$ cat config.mk
export PLATFORM = sky130hd
export DESIGN_NAME = lpa_encoder
export DESIGN_NICKNAME = d
export VERILOG_FILES = /design/src/pkg/lpa_pkg.sv /design/src/hw/lpa_set_map.sv /design/src/hw/lpa_encoder.sv
export SDC_FILE = /design/constraint.sdc
export NUM_CORES = 1
export LEC_CHECK = 0
export BUFFER_PORTS_ARGS = -buffer_cell sky130_fd_sc_hd__buf_2
export CELL_PAD_IN_SITES_DETAIL_PLACEMENT = 2
export CELL_PAD_IN_SITES_GLOBAL_PLACEMENT = 2
export CORE_ASPECT_RATIO = 0.5
export CORE_MARGIN = 3
export CORE_UTILIZATION = 30
export DETAILED_ROUTE_END_ITERATION = 8
export MAX_ROUTING_LAYER = met4
export PLACE_DENSITY = 0.76
export SKIP_CTS_REPAIR_TIMING = 1
export SLEW_MARGIN = 20
export SYNTH_ARGS = -nofsm -noshare
export SYNTH_HDL_FRONTEND = slang
export SYNTH_SLANG_ARGS = --single-unit
$ cat constraint.sdc
create_clock -name clk_sys_i -period 4.7 [get_ports clk_sys_i]
set_input_delay 0.47 -clock clk_sys_i [delete_from_list [all_inputs] [get_ports clk_sys_i]]
set_output_delay 0.47 -clock clk_sys_i [all_outputs]
set_load 0.005 [all_outputs]
$ cat src/pkg/lpa_pkg.sv
// lpa_pkg: constants for the land pre-pit address encoder
// assumes a 100 MHz system clock and a sync frame pulse from the timebase
package lpa_pkg;
    localparam int ADDR_W      = 24;
    localparam int SET_W       = 3;
    localparam int RELA_W      = 4;
    localparam int USER_W      = 8;
    localparam int FRAME_W     = RELA_W + USER_W;
    localparam int SETS_PER_SEC = 1 + FRAME_W;
    localparam int SECS_PER_BLK = 16;
    localparam int SF_PER_SET  = 2;
    localparam int PART_A_LAST = 5;
    localparam logic [SET_W-1:0] SET_SYNC_EVEN = 3'h7;
    localparam logic [SET_W-1:0] SET_SYNC_ODD  = 3'h6;
    localparam logic [SET_W-1:0] SET_ONE       = 3'h5;
    localparam logic [SET_W-1:0] SET_ZERO      = 3'h4;
    // layer 0 zone starts and block counts
    localparam logic [ADDR_W-1:0] L0_ITEST  = 24'hffe077;
    localparam logic [ADDR_W-1:0] L0_RMA    = 24'hffde31;
    localparam logic [ADDR_W-1:0] L0_LEADIN = 24'hffdbbb;
    localparam logic [ADDR_W-1:0] L0_DATA   = 24'hffcfff;
    localparam logic [ADDR_W-1:0] L0_MIDDLE = 24'hfdd109;
    localparam logic [ADDR_W-1:0] L0_OTEST  = 24'hfdccc9;
    localparam int L0_ITEST_N = 581;
    localparam int L0_RMA_N   = 629;
    localparam int L0_LEADIN_N = 3004;
    localparam int L0_MIDDLE_N = 1088;
    localparam int L0_OTEST_N = 1091;
    // layer 1 zone starts and block counts
    localparam logic [ADDR_W-1:0] L1_ITEST  = 24'h00240a;
    localparam logic [ADDR_W-1:0] L1_RMA    = 24'h0025a2;
    localparam logic [ADDR_W-1:0] L1_LEADOUT = 24'h00336f;
    localparam logic [ADDR_W-1:0] L1_DATA   = 24'h022ef5;
    localparam logic [ADDR_W-1:0] L1_MIDDLE = 24'h023573;
    localparam logic [ADDR_W-1:0] L1_OTEST  = 24'h0239b6;
    localparam int L1_ITEST_N  = 581;
    localparam int L1_RMA_N    = 189;
    localparam int L1_MIDDLE_N = 1662;
    localparam int L1_OTEST_N  = 1091;
    typedef enum logic [2:0] {
        LPA_ZONE_ITEST,
        LPA_ZONE_RMA,
        LPA_ZONE_LEAD,
        LPA_ZONE_DATA,
        LPA_ZONE_MIDDLE,
        LPA_ZONE_OTEST
    } lpa_zone_t;
endpackage

$ cat src/hw/lpa_set_map.sv
// lpa_set_map: maps one slot of a pre-pit sector onto its 3-bit set
// assumes slot 0 is the sync slot and slots 1..12 are frame bits
module lpa_set_map
    import lpa_pkg::*;
(
    input  wire logic [3:0]         slot_i,
    input  wire logic [FRAME_W-1:0] frame_i,
    input  wire logic               odd_i,
    output logic      [SET_W-1:0]   set_o
);
    logic [3:0] bit_idx;
    always_comb begin
        bit_idx = 4'(FRAME_W) - slot_i;
        if (slot_i == 4'h0) begin
            set_o = odd_i ? SET_SYNC_ODD : SET_SYNC_EVEN;
        end else if (frame_i[bit_idx]) begin
            set_o = SET_ONE;
        end else begin
            set_o = SET_ZERO;
        end
    end
endmodule

$ cat src/hw/lpa_encoder.sv
// lpa_encoder: land pre-pit block encoder, one set per two sync frames
// assumes sf_pulse_i marks each sync frame start, one cycle wide, pulses
// at least two clocks apart, and the user supplies block address, part B
// bytes and parities
// How it works
// - pre-pit block address is the absolute physical track address.
// - addresses fall outward on layer 0, inward on layer 1.
// - first data block on layer 0 after lead-in is ffcfff.
// - layer 0 zone starts and block counts are fixed constants.
// - layer 1 zone starts and block counts are fixed constants.
// - one pre-pit sequence spans sixteen sectors, one ecc block.
// - one 3-bit set per two sync frames, msb first.
// - each sector opens with a sync set; lead bit is frame sync.
// - sync set is 111 even, 110 odd.
// - data one is 101, data zero is 100.
// - even position normally; odd when neighbour land has a pit.
// - data frame is 4-bit relative address then 8-bit user data.
// - sector is sync set, 4 address bits, 8 data bits.
// - a data block is sixteen frames, one per sector.
// - frames 0..5 carry address and parity a, rest part b.
module lpa_encoder
    import lpa_pkg::*;
(
    input  wire logic                clk_sys_i,
    input  wire logic                reset_i,
    input  wire logic                start_i,
    input  wire logic                layer_i,
    input  wire logic [ADDR_W-1:0]   blk_addr_i,
    input  wire logic [23:0]         parity_a_i,
    input  wire logic [79:0]         part_b_i,
    input  wire logic                sf_pulse_i,
    input  wire logic                neighbour_pit_i,
    output logic                     busy_o,
    output logic                     load_o,
    output logic                     pit_o,
    output logic                     pit_odd_o,
    output logic                     pit_valid_o,
    output logic      [ADDR_W-1:0]   next_addr_o,
    output logic      [2:0]          zone_o
);
    typedef enum logic {
        LPA_IDLE,
        LPA_RUN
    } lpa_state_t;

    lpa_state_t        state_reg;
    logic [ADDR_W-1:0] addr_reg;
    logic [23:0]       par_reg;
    logic [79:0]       partb_reg;
    logic [3:0]        sec_reg;
    logic [3:0]        slot_reg;
    logic [1:0]        bit_reg;
    logic              half_reg;
    logic              odd_reg;
    logic [SET_W-1:0]  set_next;
    logic [1:0]        bit_pos;
    logic              set_start;
    logic [USER_W-1:0] user_byte;
    logic [FRAME_W-1:0] frame;
    logic              set_done;
    logic              sec_done;
    lpa_zone_t         zone;

    // part a bytes: addr msb first then parity a; part b in order
    always_comb begin
        case (sec_reg)
            4'h0: user_byte = addr_reg[23:16];
            4'h1: user_byte = addr_reg[15:8];
            4'h2: user_byte = addr_reg[7:0];
            4'h3: user_byte = par_reg[23:16];
            4'h4: user_byte = par_reg[15:8];
            4'h5: user_byte = par_reg[7:0];
            default: user_byte = partb_reg[8'(79 - 8*(sec_reg - 6)) -: 8];
        endcase
        frame = {sec_reg, user_byte};
    end

    lpa_set_map u_map (
        .slot_i  (slot_reg),
        .frame_i (frame),
        .odd_i   (odd_reg),
        .set_o   (set_next)
    );

    assign set_done  = sf_pulse_i && half_reg;
    assign set_start = (state_reg == LPA_RUN) && sf_pulse_i && !half_reg;
    assign bit_pos   = set_start ? 2'(SET_W - 1) : 2'(SET_W - 1) - bit_reg;
    assign sec_done = set_done && (slot_reg == 4'(SETS_PER_SEC - 1));

    always_ff @(posedge clk_sys_i or posedge reset_i) begin
        if (reset_i) begin
            state_reg <= LPA_IDLE;
        end else if (state_reg == LPA_IDLE) begin
            if (start_i) state_reg <= LPA_RUN;
        end else if (sec_done && sec_reg == 4'(SECS_PER_BLK - 1)) begin
            state_reg <= LPA_IDLE;
        end
    end

    always_ff @(posedge clk_sys_i or posedge reset_i) begin
        if (reset_i) begin
            addr_reg    <= '0;
            par_reg     <= '0;
            partb_reg   <= '0;
            next_addr_o <= '0;
            zone_o      <= '0;
        end else if (state_reg == LPA_IDLE && start_i) begin
            addr_reg    <= blk_addr_i;
            par_reg     <= parity_a_i;
            partb_reg   <= part_b_i;
            next_addr_o <= blk_addr_i - 24'h000001;
            zone_o      <= zone;
        end
    end

    // sequencing: bit within set, slot within sector, sector within block
    always_ff @(posedge clk_sys_i or posedge reset_i) begin
        if (reset_i) begin
            sec_reg  <= '0;
            slot_reg <= '0;
            bit_reg  <= '0;
            half_reg <= 1'b0;
        end else if (state_reg == LPA_IDLE) begin
            sec_reg  <= '0;
            slot_reg <= '0;
            bit_reg  <= '0;
            half_reg <= 1'b0;
        end else begin
            if (sf_pulse_i) begin
                half_reg <= ~half_reg;
            end
            // b2 leaves on the even sync frame, b1 and b0 on the next clocks
            if (set_start) begin
                bit_reg <= 2'd1;
            end else if (bit_reg != 2'd0) begin
                bit_reg <= (bit_reg == 2'd2) ? 2'd0 : bit_reg + 2'd1;
            end
            if (sec_done) begin
                slot_reg <= '0;
                sec_reg  <= sec_reg + 4'h1;
            end else if (set_done) begin
                slot_reg <= slot_reg + 4'h1;
            end
        end
    end

    // position picked per set so it may change mid-sector
    always_ff @(posedge clk_sys_i or posedge reset_i) begin
        if (reset_i) begin
            odd_reg <= 1'b0;
        end else if (state_reg == LPA_IDLE ||
                     (set_done && !(sec_done &&
                      sec_reg == 4'(SECS_PER_BLK - 1)))) begin
            odd_reg <= neighbour_pit_i;
        end
    end

    // three bits of a set on consecutive clocks, msb first
    always_ff @(posedge clk_sys_i or posedge reset_i) begin
        if (reset_i) begin
            pit_o       <= 1'b0;
            pit_odd_o   <= 1'b0;
            pit_valid_o <= 1'b0;
        end else begin
            pit_valid_o <= set_start || (bit_reg != 2'd0);
            pit_o       <= set_next[bit_pos];
            pit_odd_o   <= odd_reg;
        end
    end

    // zone of the offered address: down outward on l0, down inward on l1
    always_comb begin
        if (!layer_i) begin
            if (blk_addr_i > L0_LEADIN) zone = LPA_ZONE_ITEST;
            else if (blk_addr_i > L0_DATA) zone = LPA_ZONE_LEAD;
            else if (blk_addr_i > L0_MIDDLE) zone = LPA_ZONE_DATA;
            else if (blk_addr_i > L0_OTEST) zone = LPA_ZONE_MIDDLE;
            else zone = LPA_ZONE_OTEST;
            if (blk_addr_i <= L0_ITEST && blk_addr_i > L0_RMA)
                zone = LPA_ZONE_ITEST;
            else if (blk_addr_i <= L0_RMA && blk_addr_i > L0_LEADIN)
                zone = LPA_ZONE_RMA;
        end else begin
            if (blk_addr_i < L1_RMA) zone = LPA_ZONE_ITEST;
            else if (blk_addr_i < L1_LEADOUT) zone = LPA_ZONE_RMA;
            else if (blk_addr_i < L1_DATA) zone = LPA_ZONE_LEAD;
            else if (blk_addr_i < L1_MIDDLE) zone = LPA_ZONE_DATA;
            else if (blk_addr_i < L1_OTEST) zone = LPA_ZONE_MIDDLE;
            else zone = LPA_ZONE_OTEST;
        end
    end
    assign busy_o = (state_reg == LPA_RUN);
    assign load_o = (state_reg == LPA_IDLE);
endmodule

; After elaboration in Yosys (flattened, before gate mapping)
; Index checks and enable logic that the tools add are counted.
[word_totals]
register_bits = 171
input_bits = 134
[classes]
n_addsub = 8
order_cmp = 14
n_eq_ne = 12
shifts = 1
n_mux = 35
bitwise = 2
n_reduce_logical = 16
[op_table]
columns = op, count
row1 = "24-bit greater-than comparator, second input constant", 5
row2 = 87-bit by 9-bit variable part select with 8-bit output, 1
row3 = "24-bit by 18-bit < comparator with 1-bit output, second input constant", 3
row4 = "24-bit <= comparator, second input constant", 2
row5 = "24-bit by 14-bit < comparator with 1-bit output, second input constant", 2
row6 = 8-bit one-hot mux with 6 select lines, 1
row7 = 3-bit 2-to-1 mux, 11
row8 = "24-bit by 1-bit subtractor with 24-bit output, second input constant", 1
row9 = 4-bit 2-to-1 mux, 5
row10 = 1-bit 2-to-1 mux, 11
row11 = 2-bit 2-to-1 mux, 5
row12 = 1-bit logical AND, 9
row13 = "4-bit by 1-bit adder with 4-bit output, second input constant", 2
row14 = "4-bit by 2-bit equality test with 1-bit output, second input constant", 2
row15 = "4-bit by 3-bit equality test with 1-bit output, second input constant", 2
row16 = "4-bit equality test, second input constant", 2
row17 = 4-bit logical NOT, 2
row18 = "8-bit subtractor, first input constant", 1
row19 = "3-bit by 1-bit != test with 1-bit output, second input constant", 2
row20 = "4-bit by 5-bit < comparator with 1-bit output, second input constant", 1
row21 = "4-bit by 3-bit subtractor with 5-bit output, second input constant", 1
row22 = 1-bit binary-select mux with 4-bit select, 1
row23 = "4-bit by 1-bit equality test with 1-bit output, second input constant", 1
row24 = "4-bit subtractor, first input constant", 1
row25 = other kinds (11), 14

; Longest topological paths before layout
; Gate-level depths: netlist of the first run.
[depth]
ltp_word = 10
ltp_mapped = 14
depth_no_buf = 9

; Hierarchy
; From an unflattened synthesis of the first run, not the netlist that was laid out.
[hier_totals]
hier_cells = 1073
area_unflattened_um2 = 9140.0
[modules_own_cells]
columns = module, n_inst, cells_each, area_each_um2, seq_area_each_um2
row1 = lpa_encoder, 1, 1039, 8846.0, 4279.1
row2 = lpa_set_map, 1, 34, 294.0, 0.0

; Worst setup path after synthesis of the first run
; No wires, ideal clock.
[synth_path]
kind = reg2reg
from = register sec_reg[0]
to = register pit_o
setup_ns = 0.131
t_arrival_ns = 2.523
required_time_ns = 4.569
slack_ns = 2.046
stages_incl_launch_ff = 14
n_path_buf = 5
synth_period_minus_slack_ns = 2.654
path_cell_list = dfrtp_1 > buf_6 > buf_6 > buf_4 > inv_1 > ha_1 > clkbuf_1 > clkbuf_1 > a222oi_1 > nor3_1 > nor4_1 > o311ai_0 > o2111ai_1 > a211oi_1
[synth_via]
elab_chain_len = 10
[synth_rtl]
columns = item, line
row1 = from (decl), lpa_encoder.sv:50  ; logic [3:0] sec_reg;
row2 = from (signal assigned), lpa_encoder.sv:140  ; sec_reg <= sec_reg + 4'h1;
row3 = 4-bit by 3-bit subtractor with 5-bit output, lpa_encoder.sv:73  ; default: user_byte = partb_reg[8'(79 - 8*(sec_reg - 6)) -: 8];
row4 = 8-bit subtractor, lpa_encoder.sv:73
row5 = 87-bit by 9-bit variable part select with 8-bit output, lpa_encoder.sv:73
row6 = 8-bit one-hot mux with 6 select lines, lpa_encoder.sv:66  ; case (sec_reg)
row7 = 1-bit binary-select mux with 4-bit select (*), lpa_set_map.sv:16  ; end else if (frame_i[bit_idx]) begin
row8 = 1-bit 2-to-1 mux (not written as such) (*), lpa_set_map.sv:16
row9 = 1-bit 2-to-1 mux (*), lpa_set_map.sv:16
row10 = 3-bit 2-to-1 mux (*), lpa_set_map.sv:14  ; if (slot_i == 4'h0) begin
row11 = 1-bit binary-select mux with 2-bit select (*), lpa_encoder.sv:166  ; pit_o <= set_next[bit_pos];
row12 = 1-bit 2-to-1 mux (not written as such) (*), lpa_encoder.sv:166
row13 = to (signal assigned), lpa_encoder.sv:166
row14 = to (decl), lpa_encoder.sv:35  ; output logic pit_o,
; Mark *: on every way between the ends. The rest lies on a longest branch, timed or not. The select of a mux whose other input is x is not followed.
; A chain may end at the register's enable or synchronous reset.

; Worst setup path after layout of the first run
[layout_path]
from = register sec_reg[1]
to = register pit_o
; The elaborated chain is that of the path after synthesis.

==> impl_metrics.csv, run 1 <==
group,metric,value,unit
status,status,"completed",
synthesis,synth_cells,1041,
floorplanning,die_y,128,microns
floorplanning,start_util,31.4,%
power,power_density,471,nW/um^2
synthesis,netlist_top_cells_count,"nand2_1 (443), dfrtp_1 (171), clkbuf_1 (51)",
sta,tightest_slew,0.995,ns
critical_path,cp_cell_sequence,"inv_1 > ha_1 > a222oi_1 > nor3_1 > nor4_1 > o311ai_0 > o2111ai_1 > a211oi_1",
finish,largest_reg_flops,80,
route,totalWireLength,30700,microns
power,p_leak,5.18,nW
floorplanning,std_cell_rows,43,
synthesis,synth.avg_cell_area,8.59,sq um
route,m1WireLength,14100,microns
place,placed_area,10100,sq um
synthesis,yosysMostFrequentCell,"nand2_1",
route,postRouteAntennaNets,0,
critical_path,path_delay_family,"compound AO/OA/AOI/OAI gates",
route,met2_wirelength,15200,microns
finish,num_antenna_cells,0,
finish,design_area,10600,sq um
synthesis,synth_edf_count,0,
floorplanning,fp.dieArea,32100,sq um
clock_network,htree_levels,4,
synthesis,synth_area_leaders,"dfrtp_1 (48%), nand2_1 (19%), mux4_2 (4.3%), o21ai_0 (2.3%), clkbuf_1 (2.1%)",
critical_path,cpMaxStageDelayCell,"dfrtp_1",
sta,hold_violations,0,
sta,finalSetupTns,0,ns
place,port_buffers,165,
critical_path,slowest_delay,0.61,ns
grt,overflow,0,
sta,fin_crit,3.26,ns
critical_path,rr_worst_depth,8,
critical_path,cp_max_fo,16,
sta,drv_slew,0,
grt,grt_max_degree,109,
sta,max_slew_margin,33.7,%
clock_network,root_buffer,"clkbuf_16",
route,drc,0,
clock_network,cts_buffers,17,
synthesis,synth_top_area_share,47.8,%
worst_hold_path,hold_class,"input pin to async pin",
floorplanning,coreArea,28500,sq um
critical_path,critPathKind,"flip-flop to flip-flop",
grt,grtUsageTotal,20.5,%
synthesis,yosys.area.top_type,"dfrtp_1",
route,met3_wirelength,1060,microns
grt,grt_pass1_wl,49600,microns
route,drtIter0Drc,564,
finish,layout.nets,1311,
run,maxCapViolCount,0,
critical_path,critPathLaunchType,"flip-flop",
synthesis,ys_ff_latch,171,
route,via_per_inst,5.07,
place,dpl.hpwl,22400,microns
sta,max_freq,0.307,GHz
floorplanning,pin_count,166,
clock_network,tritoncts,"built",
critical_path,startpoint,"sec_reg[1]$_DFFE_PP0P_",
place,place.gp.congestion,0.880,
critical_path,cp.required,5.03,ns
critical_path,end_kind,"flip-flop",
critical_path,path_depth,8,
sta,min_period_over_period,69.3,%
route,wl_per_cell,19.7,microns
power,peakVddDrop,0.229,mV
floorplanning,dieWidth,250,microns
critical_path,critPathBufInv,1,
route,first_pass_iters,6,
route,top_layer,"met4",
synthesis,ys_seq_area_share,47.8,%
synthesis,synth_warnings,0,
synthesis,synth_area,8950,sq um
finish,drive_above_1_share,20.5,%
clock_network,clk_pin_slew,0.07,ns
clock_network,clock_latency,0.46,ns
sta,setup_violations,0,
finish,area_growth,18.9,%
synthesis,synth_nets,1189,
synthesis,async_flop_share,100,%
clock_network,clock_sinks,171,
critical_path,r2r-start,"sec_reg[1]$_DFFE_PP0P_",
synthesis,synth_top_flop_cell,"dfrtp_1",
critical_path,cp.arrival,3.59,ns
sta,finalClockSkew,0.0128,ns
grt,antenna_found_initial,0,
route,vias,7893,
clock_network,cts_buffer_depth,2,
synthesis,ys_types,70,
sta,rsz0062_at_grt,"no",
grt,first_global_vias,8787,
-- metrics by stage --
step / setup slack [ns] / std cells / hold WS, ns / total power (W) / util, %
4_1_cts: 1.50 / 1558 / 0.137 / 0.00509 / 37.3
5_1_grt: 1.16 / 1558 / 0.176 / 0.00537 / 37.3
6_report: 1.44 / 1558 / 0.133 / 0.00501 / 37.3
3_5_place_dp: 1.52 / 1526 / 0.406 / 0.00359 / 35.3
3_3_place_gp: 1.68 / 1526 / 0.404 / 0.00349 / 35.3
2_1_floorplan: 2.05 / 1041 / 0.369 / 0.00300 / -
-- power breakdown --
part / switching, W / internal [W] / leakage, nW / total [W]
Combinational: 0.000702 / 0.000532 / 2.78 / 0.00123
Clock: 0.000626 / 0.000827 / 0.276 / 0.00145
Sequential: 0.000372 / 0.00195 / 2.12 / 0.00233
-- cell families after synthesis --
group	synth area share, %
adder cells (fa/ha/maj)	1.96
multiplexers	6.28
AND/OR/NAND/NOR	26.6
flip-flops	47.8
XOR/XNOR	2.73
AO/OA/AOI/OAI	10.4
buffers and inverters	4.13
-- final cells by class --
cell class	count	area (sq um)
flip-flops and latches	171	4280
repair buffers	171	908
clock buffers	23	478
multi-input cells	784	4310
fillers	3236	17900
clock inverters	9	113
well taps	382	478
inverters	18	71.3
-- path summary, 6_finish.rpt --
path | to | slack, ns
setup reg to reg | pit_o$_DFF_PP0_ | 1.44
hold / removal | addr_reg[23]$_DFFE_PP0P_ | 0.13
min in group clk_sys_i | partb_reg[69]$_DFFE_PP0P_ | 0.20
hold reg to reg | pit_odd_o$_DFF_PP0_ | 0.42
setup / recovery | pit_o$_DFF_PP0_ | 1.44
max in group asynchronous | partb_reg[28]$_DFFE_PP0P_ | 3.33
-- cells in the final DEF, fill, tap and decap left out, drive strengths merged, types with 3 or more instances in the layout --
cell and count:
a211oi 4, a21oi 34, a221oi 4, a222oi 8, a22oi 3, a31oi 9
and3 3, buf 171, clkbuf 23, clkinv 3, clkinvlp 5, dfrtp 171
ha 14, inv 17, mux2 7, mux2i 10, mux4 17, nand2 443
nand2b 5, nand3 24, nand4 8, nand4b 3, nor2 36, nor2b 6
nor3 17, nor4 5, o211ai 4, o21ai 43, o311ai 4, o31a 4
o31ai 3, or3 4, or4 3, xnor2 15, xor2 10
-- per-layer routing --
layer / track usage [%] / vias to the layer above
met3: 4.18 / 33
met4: 4.88 / 0
met1: 25.9 / 4006
met2: 33.9 / 125
met5: - / -
li1: - / 3729
-- worst register-to-register path, cell delays in order (launching register included) --
cell       delay, ns
dfrtp_1         0.61
inv_1           0.37
ha_1            0.51
a222oi_1        0.44
nor3_1          0.08
nor4_1          0.57
o311ai_0        0.29
o2111ai_1       0.18
a211oi_1        0.10
Power figures use the tool's default switching activity.
==> inputs of run 2 (changes only) <==
ABC_AREA = 1   (was default)
CORE_UTILIZATION = 29   (was 30)
PLACE_DENSITY = 0.77   (was 0.76)
clock period = 2.95 ns   (was 4.7 ns; I/O delays follow)
==> run 2 against run 1 <==
Core utilization fell by 0.89 points. Highest routed layer unchanged. Routed wire length rose by 11%. Sequential share of layout area fell by 2.4 points. Largest power group unchanged. Final cell count rose by 20%. Fmax rose by 28%.
==> impl_metrics.csv, run 2 <==
group,metric,value,unit
critical_path,path_depth,14,
run,maxCapViolCount,0,
status,status,"completed",
synthesis,synth.avg_cell_area,7.33,sq um
place,dpl.hpwl,26000,microns
sta,hold_violations,0,
grt,grt_max_degree,139,
finish,utilization,36.4,%
grt,antenna_found_initial,0,
route,drtIter0Drc,450,
finish,drive_above_1_share,19.7,%
finish,final_cell_mix,"nand2_1 (541), dfrtp_1 (171), buf_2 (165)",
sta,finalClockSkew,0.00714,ns
route,vias,9086,
critical_path,rr_worst_depth,14,
worst_hold_path,hold_class,"input pin to flip-flop",
sta,finalSetupTns,0,ns
clock_network,cts_buffer_depth,2,
grt,grtUsageTotal,21.1,%
clock_network,tritoncts,"built",
route,totalWireLength,34100,microns
power,power,0.00791,W
power,pwr-share-seq,45.4,%
critical_path,cp.required,3.29,ns
floorplanning,dieWidth,260,microns
critical_path,critPathLaunchType,"flip-flop",
sta,drv_slew,0,
finish,layout.nets,1579,
floorplanning,pin_count,166,
power,p_leak,5.70,nW
route,first_pass_iters,5,
sta,postLayoutSetupSlackWorst,0.412,ns
synthesis,synth_area,9340,sq um
critical_path,cp_common_cell,"nand2_1",
power,switchingPower,0.00274,W
sta,max_slew_margin,56.1,%
synthesis,yosys.area.top_type,"dfrtp_1",
clock_network,clock_sinks,171,
route,via_per_inst,4.87,
sta,setup_violations,0,
synthesis,ys_ff_latch,171,
clock_network,root_buffer,"clkbuf_16",
floorplanning,fp.dieArea,34500,sq um
floorplanning,start_util,30.1,%
synthesis,synth_nets,1423,
clock_network,cts_buffers,17,
route,postRouteAntennaNets,0,
power,p_comb_share,25.6,%
grt,first_global_vias,10300,
finish,num_antenna_cells,0,
synthesis,ys_types,50,
place,port_buffers,165,
finish,largest_reg_flops,80,
synthesis,ys_seq_area_share,45.8,%
sta,tightest_slew,0.658,ns
critical_path,critPathKind,"flip-flop to flip-flop",
power,peakVddDrop,0.375,mV
power,p_clk_share,28.9,%
synthesis,synth_top_flop_cell,"dfrtp_1",
place,place.gp.congestion,0.906,
grt,overflow,0,
clock_network,clk_pin_slew,0.07,ns
sta,min_period_over_period,86.0,%
synthesis,async_flop_share,100,%
critical_path,cp_max_fo,12,
sta,max_freq,0.394,GHz
finish,area_growth,21.0,%
synthesis,synth_warnings,0,
sta,rsz0062_at_grt,"no",
sta,fin_crit,2.54,ns
critical_path,slowest_delay,0.48,ns
synthesis,synth_cells,1275,
critical_path,end_kind,"flip-flop",
route,wl_per_cell,18.2,microns
worst_hold_path,min_path_cells,3,
synthesis,synth_top_area_share,45.8,%
power,netSwitchingFraction,34.6,%
synthesis,yosysMostFrequentCell,"nand2_1",
synthesis,netlist_top_cells_count,"nand2_1 (542), dfrtp_1 (171), nor2_1 (93)",
place,pre_cts_slack,0.445,ns
clock_network,htree_levels,4,
synthesis,synth_area_leaders,"dfrtp_1 (46%), nand2_1 (22%), nand3_1 (4.0%), nor2_1 (3.7%), inv_1 (3.7%)",
route,drc,0,
power,power_density,700,nW/um^2
finish,n_fill_cell,3671,
clock_network,clock_latency,0.44,ns
critical_path,cpMaxStageDelayCell,"dfrtp_1",
floorplanning,die_y,133,microns
synthesis,synth_edf_count,0,
critical_path,cp.arrival,2.88,ns
finish,final_common_cell,"nand2_1",
grt,grt_pass1_wl,55900,microns
floorplanning,coreArea,31000,sq um
critical_path,critPathBufInv,2,
power,internal_power,0.00517,W
critical_path,path_delay_family,"simple AND/OR/NAND/NOR gates",
floorplanning,std_cell_rows,45,
critical_path,cp_cell_sequence,"ha_1 > inv_1 > nand2_2 > inv_1 > nor2_2 > nand2_1 > nand2_1 > nand2_1 > nand2_1 > nand2_1 > nand3_1 > nand3_1 > nand3_2 > a21oi_2",
-- run 2: cell count changes after synthesis, moves of 9 or more --
cell | before | now
mux2i_1 | 10 | 1
nor2_1 | 35 | 93
nor2_2 | 1 | 15
o21ai_0 | 42 | 63
nand4_1 | 7 | 20
inv_1 | 17 | 91
clkbuf_1 | 51 | 14
nand3_1 | 23 | 75
nand2_2 | 0 | 13
nand2_1 | 443 | 542
xnor2_1 | 15 | 0
mux4_2 | 17 | 0
buf_2 | 7 | 27
-- run 2: path summary, 6_finish.rpt --
kind	startpoint	to	slack, ns
max	sec_reg[2]$_DFFE_PP0P_	pit_o$_DFF_PP0_	0.41
min	part_b_i[9]	partb_reg[9]$_DFFE_PP0P_	0.04
max reg2reg	sec_reg[2]$_DFFE_PP0P_	pit_o$_DFF_PP0_	0.41
min reg2reg	odd_reg$_DFFE_PP0P_	pit_odd_o$_DFF_PP0_	0.43
max in group asynchronous	reset_i	next_addr_o[6]$_DFFE_PP0P_	1.48
min in group asynchronous	reset_i	partb_reg[30]$_DFFE_PP0P_	0.48
-- run 2: area by class of cell --
| cell class | count | area, sq um | area share [%] |
|---|---|---|---|
| multi-input cells | 954 | 4440 | 39.3 |
| flip-flops and latches | 171 | 4280 | 37.9 |
| repair buffers | 187 | 1080 | 9.56 |
| well taps | 423 | 529 | 4.68 |
| clock buffers | 21 | 480 | 4.25 |
| inverters | 100 | 383 | 3.39 |
| clock inverters | 11 | 110 | 0.974 |
-- run 2: metrics by stage --
step / hold WS, ns / std cells / cell area (sq um)
floorplan: 0.369 / 1275 / 9350
global placement: 0.399 / 1834 / 10700
detailed placement: 0.405 / 1834 / 10700
CTS: -0.0754 / 1866 / 11300
global route: 0.0239 / 1867 / 11300
finish: 0.0412 / 1867 / 11300
-- run 2: power by group through the flow --
| stage | Sequential [W] | Combinational [W] | Clock (W) |
|---|---|---|---|
| 6_report | 0.00359 | 0.00203 | 0.00229 |
| 5_1_grt | 0.00369 | 0.00236 | 0.00246 |
| 4_1_cts | 0.00360 | 0.00208 | 0.00235 |
| 3_5_place_dp | 0.00363 | 0.00204 | 0 |
| 3_3_place_gp | 0.00360 | 0.00192 | 0 |
| 2_1_floorplan | 0.00345 | 0.00133 | 0 |
-- run 2: cell families (layout without fill, tap and decap cells) --
logic type                 after synthesis  count (layout)  synth area share, %
and+or+nand+nor                        806             806                 37.0
adders and majority gates               14              14                 1.87
muxes                                    2               2                0.228
AOI/OAI and AO/OA                      130             130                 8.17
xor gates and xnor gates                 2               2                0.188
buffers and inverters                  150             319                 6.76
DFF                                    171             171                 45.8
-- run 2: per-layer routing --
layer	part of all wire (%)	global-route usage, %
met5	0	-
met2	50	36.1
met4	1.5	5.62
met3	2.7	3.25
met1	45	26.0
-- run 2: worst register-to-register path: cells and delay by family (launching register included) --
family / cells / cell delay [ns]
buffers and inverters: 2 / 0.30
flip-flops: 1 / 0.48
AND/OR/NAND/NOR: 10 / 1.27
AO/OA/AOI/OAI: 1 / 0.05
adder cells (fa/ha/maj): 1 / 0.33
==> inputs of run 3 (changes only) <==
==> constraint.sdc (replaced) <==
create_clock -name clk_sys_i -period 2.95 [get_ports clk_sys_i]
set_input_delay 0.4425 -clock clk_sys_i [delete_from_list [all_inputs] [get_ports clk_sys_i]]
set_output_delay 0.4425 -clock clk_sys_i [all_outputs]
set_load 0.005 [all_outputs]
==> run 3 against run 2 <==
Clock skew up 0.0044 ns. Final cell count down 0.27%. Worst setup slack better by 0.070 ns. Critical path type unchanged. Global-route usage increased by 0.16 points. Hold slack improved by 0.017 ns. Critical path depth did not move.
==> impl_metrics.csv, run 3 (same netlist as run 2, synthesis figures left out) <==
group,metric,value,unit
grt,grt_max_degree,77,
finish,drive_above_1_share,19.5,%
critical_path,end_kind,"flip-flop",
floorplanning,coreArea,31000,sq um
grt,grt_pass1_wl,56300,microns
grt,top_usage_layer,"met2",
grt,use_met2,36.7,%
finish,final_common_cell,"nand2_1",
clock_network,clock_sinks,171,
sta,max_freq,0.405,GHz
sta,drv_slew,0,
floorplanning,start_util,30.1,%
grt,use_met1,26.7,%
route,wl_per_cell,18.5,microns
floorplanning,dieWidth,260,microns
clock_network,tritoncts,"built",
sta,max_slew_margin,52.1,%
worst_hold_path,hold_class,"input pin to async pin",
route,vias,9027,
place,dp_cells,1830,
sta,finalClockSkew,0.0116,ns
route,totalWireLength,34500,microns
finish,num_antenna_cells,0,
power,peakVddDrop,0.428,mV
route,via_per_inst,4.85,
critical_path,cp_common_cell,"nand2_1",
sta,hold_violations,0,
sta,setup_violations,0,
sta,rsz0062_at_grt,"no",
sta,holdWs,0.0578,ns
critical_path,cp_cell_sequence,"ha_1 > inv_1 > nand2_2 > inv_1 > nor2_2 > nand2_1 > nand2_1 > nand2_1 > nand2_1 > nand2_1 > nand3_1 > nand3_2 > nand3_2 > a21oi_2",
route,postRouteAntennaNets,0,
critical_path,critPathLaunchType,"flip-flop",
grt,grtUsageMet3,2.85,%
critical_path,cpMaxStageDelayCell,"dfrtp_1",
critical_path,critPathKind,"flip-flop to flip-flop",
finish,stdcell_count,1862,
clock_network,clk_pin_slew,0.08,ns
sta,fin_crit,2.47,ns
critical_path,cp.arrival,2.82,ns
grt,first_global_vias,10100,
power,power_density,726,nW/um^2
place,place.gp.congestion,0.914,
finish,area_growth,20.9,%
grt,overflow,0,
clock_network,cts_buffer_depth,2,
floorplanning,fp.dieArea,34500,sq um
finish,layout.nets,1574,
place,dpl.hpwl,26200,microns
clock_network,htree_levels,4,
sta,min_period_over_period,83.7,%
clock_network,clock_latency,0.46,ns
finish,largest_reg_flops,80,
place,port_buffers,165,
critical_path,cp.required,3.30,ns
sta,tightest_slew,0.718,ns
power,p_leak,5.69,nW
floorplanning,die_y,133,microns
place,pre_cts_slack,0.498,ns
route,drc,0,
grt,grtUsageTotal,21.2,%
status,status,"completed",
floorplanning,std_cell_rows,45,
clock_network,cts_buffers,17,
clock_network,root_buffer,"clkbuf_16",
sta,postLayoutSetupSlackWorst,0.482,ns
grt,antenna_found_initial,0,
finish,final_cell_mix,"nand2_1 (541), dfrtp_1 (171), buf_2 (165)",
sta,finalSetupTns,0,ns
route,first_pass_iters,4,
critical_path,cp_max_fo,12,
run,maxCapViolCount,0,
floorplanning,pin_count,166,
route,drtIter0Drc,531,
critical_path,slowest_delay,0.50,ns
==> run 3: changes by cell type in the layout (fill, tap and decap cells not counted), sizes merged <==
cell         previous run  this run
clkbuf                 21        18
inv                    98       102
bufinv                  1         4
dlygate4sd3             1         0
buf                   186       182
clkinvlp                4         2
clkinv                  8         6
==> run 3: final timing paths <==
path / end / depth (start not counted) / slack (ns) / from
min in group clk_sys_i: par_reg[23]$_DFFE_PP0P_ / 3 / 0.19 / parity_a_i[23]
min reg2reg: pit_odd_o$_DFF_PP0_ / 0 / 0.42 / odd_reg$_DFFE_PP0P_
max: pit_o$_DFF_PP0_ / 14 / 0.48 / sec_reg[2]$_DFFE_PP0P_
min: next_addr_o[17]$_DFFE_PP0P_ / 2 / 0.06 / reset_i
max reg2reg: pit_o$_DFF_PP0_ / 14 / 0.48 / sec_reg[2]$_DFFE_PP0P_
max in group asynchronous: partb_reg[62]$_DFFE_PP0P_ / 3 / 2.05 / reset_i
==> run 3: power by group <==
part	internal, W	total (W)	switching [W]
clock network	0.00146	0.00255	0.00108
registers	0.00310	0.00358	0.000484
logic	0.000809	0.00206	0.00126
total	0.00537	0.00819	0.00282
==> run 3: critical path: cells and delay by family (launching register included) <==
kind	cells	cell delay, ns
compound gates	1	0.05
fa+ha+maj	1	0.32
buf+inv	2	0.29
flops	1	0.50
simple gates	10	1.19
==> run 3: layer usage <==
metal | routed length [microns] | vias to the layer above
met4 | 274 | 0
met5 | 0 | -
met3 | 679 | 19
met1 | 16100 | 4569
met2 | 17500 | 85
li1 | - | 4354
==> run 3: area by class of cell <==
class / count / area [sq um]
fillers: 3700 / 19700
multi-input cells: 954 / 4440
flip-flops and latches: 171 / 4280
repair buffers: 182 / 1020
well taps: 423 / 529
clock buffers: 18 / 439
inverters: 100 / 383
clock inverters: 14 / 205
==> run 3: stage by stage <==
step / util [%] / area [sq um] / power (W)
floorplan: - / 9350 / 0.00478
global placement: 34.3 / 10600 / 0.00557
detailed placement: 34.3 / 10600 / 0.00571
CTS: 36.4 / 11300 / 0.00831
global route: 36.4 / 11300 / 0.00878
finish: 36.4 / 11300 / 0.00819
